## src/isc_defines.svh

```systemverilog
// Constants for the IDE strap configuration block: register offsets,
// field positions, reset values and fixed codes.
// Assumes inclusion by bare name from the design file and the bench.
`ifndef ISC_DEFINES_SVH
`define ISC_DEFINES_SVH

`define ISC_OFF_STRAP    12'h000
`define ISC_OFF_CMD      12'h004
`define ISC_OFF_CLASS    12'h008
`define ISC_OFF_BAR0     12'h010
`define ISC_OFF_BAR3     12'h01C
`define ISC_OFF_SUBSYS   12'h02C
`define ISC_OFF_CHAN     12'h050

`define ISC_CMD_IO_BIT    0
`define ISC_CMD_ROM_BIT   1
`define ISC_PI_PRI_NAT    0
`define ISC_PI_PRI_CAP    1
`define ISC_PI_SEC_NAT    2
`define ISC_PI_SEC_CAP    3
`define ISC_CHAN_PRI_BIT  2
`define ISC_CHAN_SEC_BIT  3

`define ISC_SUBCLASS_RAID 8'h04
`define ISC_SUBCLASS_IDE  8'h01
`define ISC_PROGIF_RST    8'h00
`define ISC_BAR_RST       32'h0000_0000
`define ISC_SUBSYS_RST    32'h0000_0000
// Arbitrary neutral identifiers, not any maker's codes
`define ISC_SUBSYS_DEF_ID  16'h5A5A
`define ISC_SUBSYS_DEF_VID 16'hA5A5
`define ISC_LEG_PRI_BASE  12'h01F
`define ISC_LEG_SEC_BASE  12'h017

`endif

```

## src/isc_pkg.sv

```systemverilog
// Types shared by the IDE strap configuration block.
// Assumes isc_defines.svh is on the include path.
`default_nettype none
package isc_pkg;
   typedef struct packed {
      logic option_rom_enable_strap;
      logic subsystem_id_load_strap;
      logic disk_cycle_enable_strap;
      logic secondary_enable_strap;
      logic primary_enable_strap;
      logic default_mode_strap;
      logic native_capable_strap;
      logic raid_select_strap;
   } isc_strap_t;

   typedef struct packed {
      logic pri_access;
      logic sec_access;
      logic pri_native;
      logic sec_native;
      logic rom_support;
      logic cycles_on;
   } isc_chan_t;
endpackage : isc_pkg
`default_nettype wire

```

## src/isc_strap_config.sv

```systemverilog
// Strap capture and configuration registers of a dual-channel IDE host,
// with an APB slave for software access.
// Assumes straps are stable around reset and all inputs are synchronous to pclk.
`include "isc_defines.svh"
`default_nettype none
module isc_strap_config (
   input  wire  logic               pclk,
   input  wire  logic               presetn,
   input  wire  logic               clk_en,
   input  wire  isc_pkg::isc_strap_t straps,
   input  wire  logic               psel,
   input  wire  logic               penable,
   input  wire  logic               pwrite,
   input  wire  logic [11:0]        paddr,
   input  wire  logic [31:0]        pwdata,
   output logic [31:0]              prdata,
   output logic                     pready,
   output logic                     pslverr,
   input  wire  logic [15:0]        io_addr,
   input  wire  logic               pri_irq_req,
   input  wire  logic               sec_irq_req,
   output logic                     pri_task_file_hit,
   output logic                     sec_task_file_hit,
   output logic                     legacy_primary_interrupt,
   output logic                     legacy_secondary_interrupt,
   output logic                     native_interrupt,
   output logic [7:0]               sub_class,
   output isc_pkg::isc_chan_t       chan
);
   isc_pkg::isc_strap_t strap_r;
   isc_pkg::isc_strap_t strap_nxt;
   logic                captured_r;
   logic                captured_nxt;
   logic [1:0]          cmd_r;
   logic [1:0]          cmd_nxt;
   logic [7:0]          progif_r;
   logic [7:0]          progif_nxt;
   logic [31:0]         bar_r   [4];
   logic [31:0]         bar_nxt [4];
   logic [31:0]         subsys_r;
   logic [31:0]         subsys_nxt;
   logic [31:0]         prdata_r;
   logic [31:0]         prdata_nxt;
   logic [7:0]          sub_class_r;
   logic [7:0]          sub_class_nxt;

   logic       wr_en;
   logic       rd_setup;
   logic       hit;
   logic       bar_hit;
   logic [1:0] bar_idx;
   logic       ide_mode;
   logic       native_cap;
   logic [7:0] progif_rd;
   logic [31:0] rd_word;

   assign ide_mode   = strap_r.raid_select_strap;
   assign native_cap = strap_r.native_capable_strap;

   // Zero wait states; a frozen clock enable stretches the access phase
   assign pready  = clk_en;
   assign wr_en   = clk_en & psel & penable & pwrite;
   assign rd_setup = clk_en & psel & ~penable;
   assign bar_hit = (paddr[11:4] == 8'h01) & (paddr[1:0] == 2'b00);
   assign bar_idx = paddr[3:2];
   assign hit     = bar_hit
                  | (paddr == `ISC_OFF_STRAP)
                  | (paddr == `ISC_OFF_CMD)
                  | (paddr == `ISC_OFF_CLASS)
                  | (paddr == `ISC_OFF_SUBSYS)
                  | (paddr == `ISC_OFF_CHAN);
   assign pslverr = psel & penable & ~hit;

   // Interface register as software sees it
   always_comb begin
      if (!ide_mode) begin
         progif_rd = 8'h00;
      end else begin
         progif_rd = progif_r;
      end
   end

   // Read mux
   always_comb begin
      rd_word = 32'h0000_0000;
      if (bar_hit) begin
         rd_word = native_cap ? bar_r[bar_idx] : 32'h0000_0000;
      end else begin
         unique case (paddr)
            `ISC_OFF_STRAP:  rd_word = {24'h00_0000, strap_r};
            `ISC_OFF_CMD:    rd_word = {30'h0000_0000, cmd_r};
            `ISC_OFF_CLASS:  rd_word = {16'h0000, sub_class_r, progif_rd};
            `ISC_OFF_SUBSYS: rd_word = subsys_r;
            `ISC_OFF_CHAN: begin
               rd_word[`ISC_CHAN_PRI_BIT] = strap_r.primary_enable_strap;
               rd_word[`ISC_CHAN_SEC_BIT] = strap_r.secondary_enable_strap;
            end
            default:         rd_word = 32'h0000_0000;
         endcase
      end
   end

   // Next state of the capture flags and configuration registers
   always_comb begin
      strap_nxt     = strap_r;
      captured_nxt  = captured_r;
      cmd_nxt       = cmd_r;
      progif_nxt    = progif_r;
      bar_nxt       = bar_r;
      subsys_nxt    = subsys_r;
      sub_class_nxt = sub_class_r;
      prdata_nxt    = prdata_r;

      if (!captured_r) begin
         // First enabled edge after reset release: sample straps once
         strap_nxt    = straps;
         captured_nxt = 1'b1;
         sub_class_nxt = straps.raid_select_strap ? `ISC_SUBCLASS_IDE
                                                  : `ISC_SUBCLASS_RAID;
         cmd_nxt[`ISC_CMD_IO_BIT]  = straps.disk_cycle_enable_strap;
         cmd_nxt[`ISC_CMD_ROM_BIT] = straps.option_rom_enable_strap;
         progif_nxt = `ISC_PROGIF_RST;
         if (straps.native_capable_strap) begin
            progif_nxt[`ISC_PI_PRI_CAP] = 1'b1;
            progif_nxt[`ISC_PI_SEC_CAP] = 1'b1;
            progif_nxt[`ISC_PI_PRI_NAT] = ~straps.default_mode_strap;
            progif_nxt[`ISC_PI_SEC_NAT] = ~straps.default_mode_strap;
         end
         if (straps.subsystem_id_load_strap) begin
            subsys_nxt = {`ISC_SUBSYS_DEF_ID, `ISC_SUBSYS_DEF_VID};
         end
      end else if (wr_en) begin
         if (bar_hit) begin
            bar_nxt[bar_idx] = pwdata;
         end else begin
            unique case (paddr)
               `ISC_OFF_CMD: begin
                  // Strap-forced cycles cannot be switched off
                  cmd_nxt[`ISC_CMD_IO_BIT] = pwdata[`ISC_CMD_IO_BIT]
                                           | strap_r.disk_cycle_enable_strap;
                  // ROM enable only exists when the board fitted a ROM
                  cmd_nxt[`ISC_CMD_ROM_BIT] = pwdata[`ISC_CMD_ROM_BIT]
                                            & strap_r.option_rom_enable_strap;
               end
               `ISC_OFF_CLASS: begin
                  // Mode bits move only in IDE mode with native capability
                  if (ide_mode && native_cap) begin
                     progif_nxt[`ISC_PI_PRI_NAT] = pwdata[`ISC_PI_PRI_NAT];
                     progif_nxt[`ISC_PI_SEC_NAT] = pwdata[`ISC_PI_SEC_NAT];
                  end
               end
               `ISC_OFF_SUBSYS: subsys_nxt = pwdata;
               default: begin
               end
            endcase
         end
      end

      if (rd_setup) begin
         prdata_nxt = rd_word;
      end
   end

   always_ff @(posedge pclk or negedge presetn) begin
      if (!presetn) begin
         // Every configuration register back to its initial value
         strap_r     <= '0;
         captured_r  <= 1'b0;
         cmd_r       <= 2'b00;
         progif_r    <= `ISC_PROGIF_RST;
         bar_r       <= '{default: `ISC_BAR_RST};
         subsys_r    <= `ISC_SUBSYS_RST;
         sub_class_r <= `ISC_SUBCLASS_RAID;
         prdata_r    <= 32'h0000_0000;
      end else if (clk_en) begin
         strap_r     <= strap_nxt;
         captured_r  <= captured_nxt;
         cmd_r       <= cmd_nxt;
         progif_r    <= progif_nxt;
         bar_r       <= bar_nxt;
         subsys_r    <= subsys_nxt;
         sub_class_r <= sub_class_nxt;
         prdata_r    <= prdata_nxt;
      end
   end

   assign prdata    = prdata_r;
   assign sub_class = sub_class_r;

   // Channel gating derived from held straps, the command register and the interface register
   always_comb begin
      chan.cycles_on   = cmd_r[`ISC_CMD_IO_BIT];
      chan.rom_support = cmd_r[`ISC_CMD_ROM_BIT];
      chan.pri_access  = captured_r & strap_r.primary_enable_strap
                       & cmd_r[`ISC_CMD_IO_BIT];
      chan.sec_access  = captured_r & ~strap_r.secondary_enable_strap
                       & cmd_r[`ISC_CMD_IO_BIT];
      chan.pri_native  = native_cap & ide_mode & progif_r[`ISC_PI_PRI_NAT];
      chan.sec_native  = native_cap & ide_mode & progif_r[`ISC_PI_SEC_NAT];
   end

   // Legacy task file windows
   assign pri_task_file_hit = chan.pri_access & ~chan.pri_native
                            & (io_addr[15:4] == `ISC_LEG_PRI_BASE);
   assign sec_task_file_hit = chan.sec_access & ~chan.sec_native
                            & (io_addr[15:4] == `ISC_LEG_SEC_BASE);

   // Interrupt routing: legacy lines unless the channel runs native
   assign legacy_primary_interrupt   = pri_irq_req & chan.pri_access
                                     & ~chan.pri_native;
   assign legacy_secondary_interrupt = sec_irq_req & chan.sec_access
                                     & ~chan.sec_native;
   assign native_interrupt = (pri_irq_req & chan.pri_access & chan.pri_native)
                           | (sec_irq_req & chan.sec_access & chan.sec_native);
endmodule : isc_strap_config
`default_nettype wire

```

## config.mk

```make
export PLATFORM = sky130hd
export DESIGN_NAME = isc_strap_config
export DESIGN_NICKNAME = d
export VERILOG_FILES = /design/src/isc_pkg.sv /design/src/isc_strap_config.sv
export VERILOG_INCLUDE_DIRS = /design/src
export SDC_FILE = /design/constraint.sdc
export NUM_CORES = 1
export LEC_CHECK = 0
export BUFFER_PORTS_ARGS = -buffer_cell sky130_fd_sc_hd__clkbuf_2
export CORE_MARGIN = 4
export CORE_UTILIZATION = 45
export CTS_CLUSTER_SIZE = 28
export DETAILED_ROUTE_END_ITERATION = 16
export PLACE_DENSITY = 0.73
export SETUP_SLACK_MARGIN = 0.1
export SYNTH_ARGS = -nofsm -noshare
export SYNTH_HDL_FRONTEND = slang
export SYNTH_SLANG_ARGS = --single-unit
```

## constraint.sdc

```tcl
create_clock -name pclk -period 4.1 [get_ports pclk]
set_input_delay 0.205 -clock pclk [delete_from_list [all_inputs] [get_ports pclk]]
set_output_delay 0.205 -clock pclk [all_outputs]
set_load 0.01 [all_outputs]
```

==> reports/results.txt <==
outcome: complete, no violations
hold crit path type: in -> reg
DRC viols: 0
initial antenna violation count: 0
layout filler cell count: 1,715
Starting Density: 46.14%
sequential share of power: 48.6%
Final Cycle Share: 65.49%
share of cells above drive strength 1: 42.36%
Syn Area/Cell: 14.24 um2
Clk Latency, worst-skew pair: 0.50 ns
Tot GR Track Use: 19.07%
Final #Nets: 859
post-route minimum period: 2.685 ns
vias post-DR: 6,164
Sw Pwr: 0.001045 W
TritonCTS clock tree: built
total die area: 0.02332 mm2
antenna cells: 0
die width: 152.7 um
Unique masters post-synth: 56
routed length per placed instance: 21.14 um
Hold Startpoint: pwdata[13]
core outline area: 0.02043 mm2
Post-CTS Resized: 0
maxcap violations: 0
startpoint types: register
Congestion Overflow GR: 0
Leak: 5.444 nW
Comb pwr share: 8.4%
CTS buffer count: 21
PortBufs: 118
global placer's final weighted congestion: 0.8803
die height: 152.7 um
Post-synth EDFFs: 0
Post-Syn Area: 0.009425 mm2
flip-flop and latch count after synthesis: 206
DRT Wirelength: 22.58 mm
CTS Root Cell: clkbuf_16
area of the multi-input gates: 0.003948 mm2
Seq/Total Area, Yosys: 54.71%
fraction of registers with async set/reset: 100.0%
top cells by area, synth: dfrtp_1 (54%), mux2_2 (13%), mux4_2 (7.6%)
post-synth top area share: 54.43%
Fin Setup TNS: 0 ns
Max Fclk: 0.3725 GHz
post-route ant nets: 0
gate count after technology mapping: 662
DR iter-0 viols: 382
clk sinks: 206
Crit. Startpoint: captured_r
Max-slew headroom: 34.00%
sw frac: 23.49%
Clock Skews: 0.01692 ns
most frequent cells in the layout: dfrtp_1 (205), clkbuf_2 (117), mux2_2 (105)
Worst-Margin Slew: 0.9868 ns
CP max FO: 18
vias in the first global route: 6,502
PwrDens: 402.4 mW/mm2
Int Power: 0.003402 W
register area: 0.005156 mm2
dpl hpwl: 13.95 mm
Layout area overhead: 17.23%
clock tree buffer depth: 3
Setup-failing EPs final: 0
clock share of power: 43.0%
Crit. End Element: register
critical path class: reg -> reg
cell taking the most area after synthesis: dfrtp_1
Fin. Hold Viols: 0
Tot Pwr: 0.004447 W
most used flip-flop cell after synthesis: dfrtp_1
H-Tree Depth: 1
# IOs: 129
row cnt: 52
YS warnings: 0
worst reg2reg path startpoint: captured_r
most common cell after layout, fill and taps aside: dfrtp_1
largest net degree at the start of global routing: 107
endpoint arrival time on the critical path: 3.06 ns
via/cell ratio: 5.772
RSZ-0062 raised after global routing: no
fin. max-slew vios: 0
worst vdd ir: 314.4 uV
CP required: 4.47 ns
first-pass GRT wire length: 36.27 mm
DR pass1 iterations: 5
clock-pin slew on the worst setup and hold paths: 0.06 ns
[sequential cells by signal, summed over array words and instances, names as in the netlist]
name / cells
strap_r: 6
sub_class: 2
captured_r: 1
prdata: 32
bar_r: 128
subsys_r: 32
cmd_r: 2
progif_r: 3
[routing by layer]
metal	wire (um)	global-route usage, %	share of wire [%]
met1	9164	24.22	41
met2	11610	33.59	51
met3	1224	3.209	5.4
met4	577	5.855	2.6
met5	0	0	0
[area by class of cell]
cell class / instances / share of cell area, %
sequential: 206 / 46.67
inverter: 5 / 0.1699
tap: 270 / 3.057
multi-input combinational: 401 / 35.73
timing repair buffer: 148 / 8.119
clock inverter: 3 / 0.3963
clock buffer: 35 / 5.866
[cells by family (layout without fill, tap and decap cells)]
kind of cell    after synthesis  count (layout)  synth area share [%]
mux                         174             174                 25.75
simple gates                128             128                 7.646
other cells                   1               6               0.03979
flops                       206             206                 54.71
buf+inv                      60             191                 3.651
compound gates               93              93                 8.204
[critical path, stage by stage (launching register included)]
cell and delay (ns):
dfrtp_1 0.74, and4_1 0.29, and4_4 0.31, nand4_4 0.42, buf_4 0.44, mux2_4 0.34
[cell usage after synthesis, drive strengths merged, types with 2 or more instances]
library cell	n
o21ai	5
a222oi	2
nor2	68
clkbuf	14
mux2	138
a21oi	7
dfrtp	205
inv	5
buf	41
nor4	4
nand4	5
a31oi	4
and4	6
nor2b	3
a22o	20
nor3	2
nor4b	4
nand3	9
o22a	16
and3	4
a22oi	2
or4	2
or2	2
mux2i	4
nand2	10
mux4	32
a221oi	27
nor3b	5
[stage by stage]
stage | instances | instance area (um2) | setup slack, ns | hold WS [ns] | util (%)
2_1_floorplan | 667 | 9444 | 2.214 | -0.09059 | -
3_3_place_gp | 1006 | 10120 | 1.188 | 0.3593 | 49.52
3_5_place_dp | 1006 | 10120 | 1.151 | 0.3526 | 49.52
4_1_cts | 1068 | 11050 | 1.420 | 0.0006327 | 54.09
5_1_grt | 1068 | 11050 | 1.283 | 0.002150 | 54.09
6_report | 1068 | 11050 | 1.415 | 0.007668 | 54.09
[power by group through the flow]
stage,sequential [W],combinational (W),clock [W]
after global placement,0.00219,0.000356,0
after global routing,0.00217,0.000417,0.00203
after detailed placement,0.00220,0.000361,0
final,0.00216,0.000375,0.00191
after CTS,0.00216,0.000382,0.00194
after floorplan,0.00221,0.000152,0
[final timing paths]
kind / to / slack, ns / cells past startpoint
setup / recovery: bar_r[5] / 1.42 / 5
hold / removal: subsys_r[13] / 0.008 / 2
setup reg to reg: bar_r[5] / 1.42 / 5
hold reg to reg: bar_r[83] / 0.49 / 1
max in group asynchronous: bar_r[81] / 2.72 / 3
min in group asynchronous: prdata[8] / 0.36 / 2
[timing repair]
action,4_1_cts,5_1_grt
endpoints found under the hold margin,126,0
setup endpoints to repair,0,0
buffers inserted,0,0
hold buffers,24,0
Power figures use the tool's default switching activity.
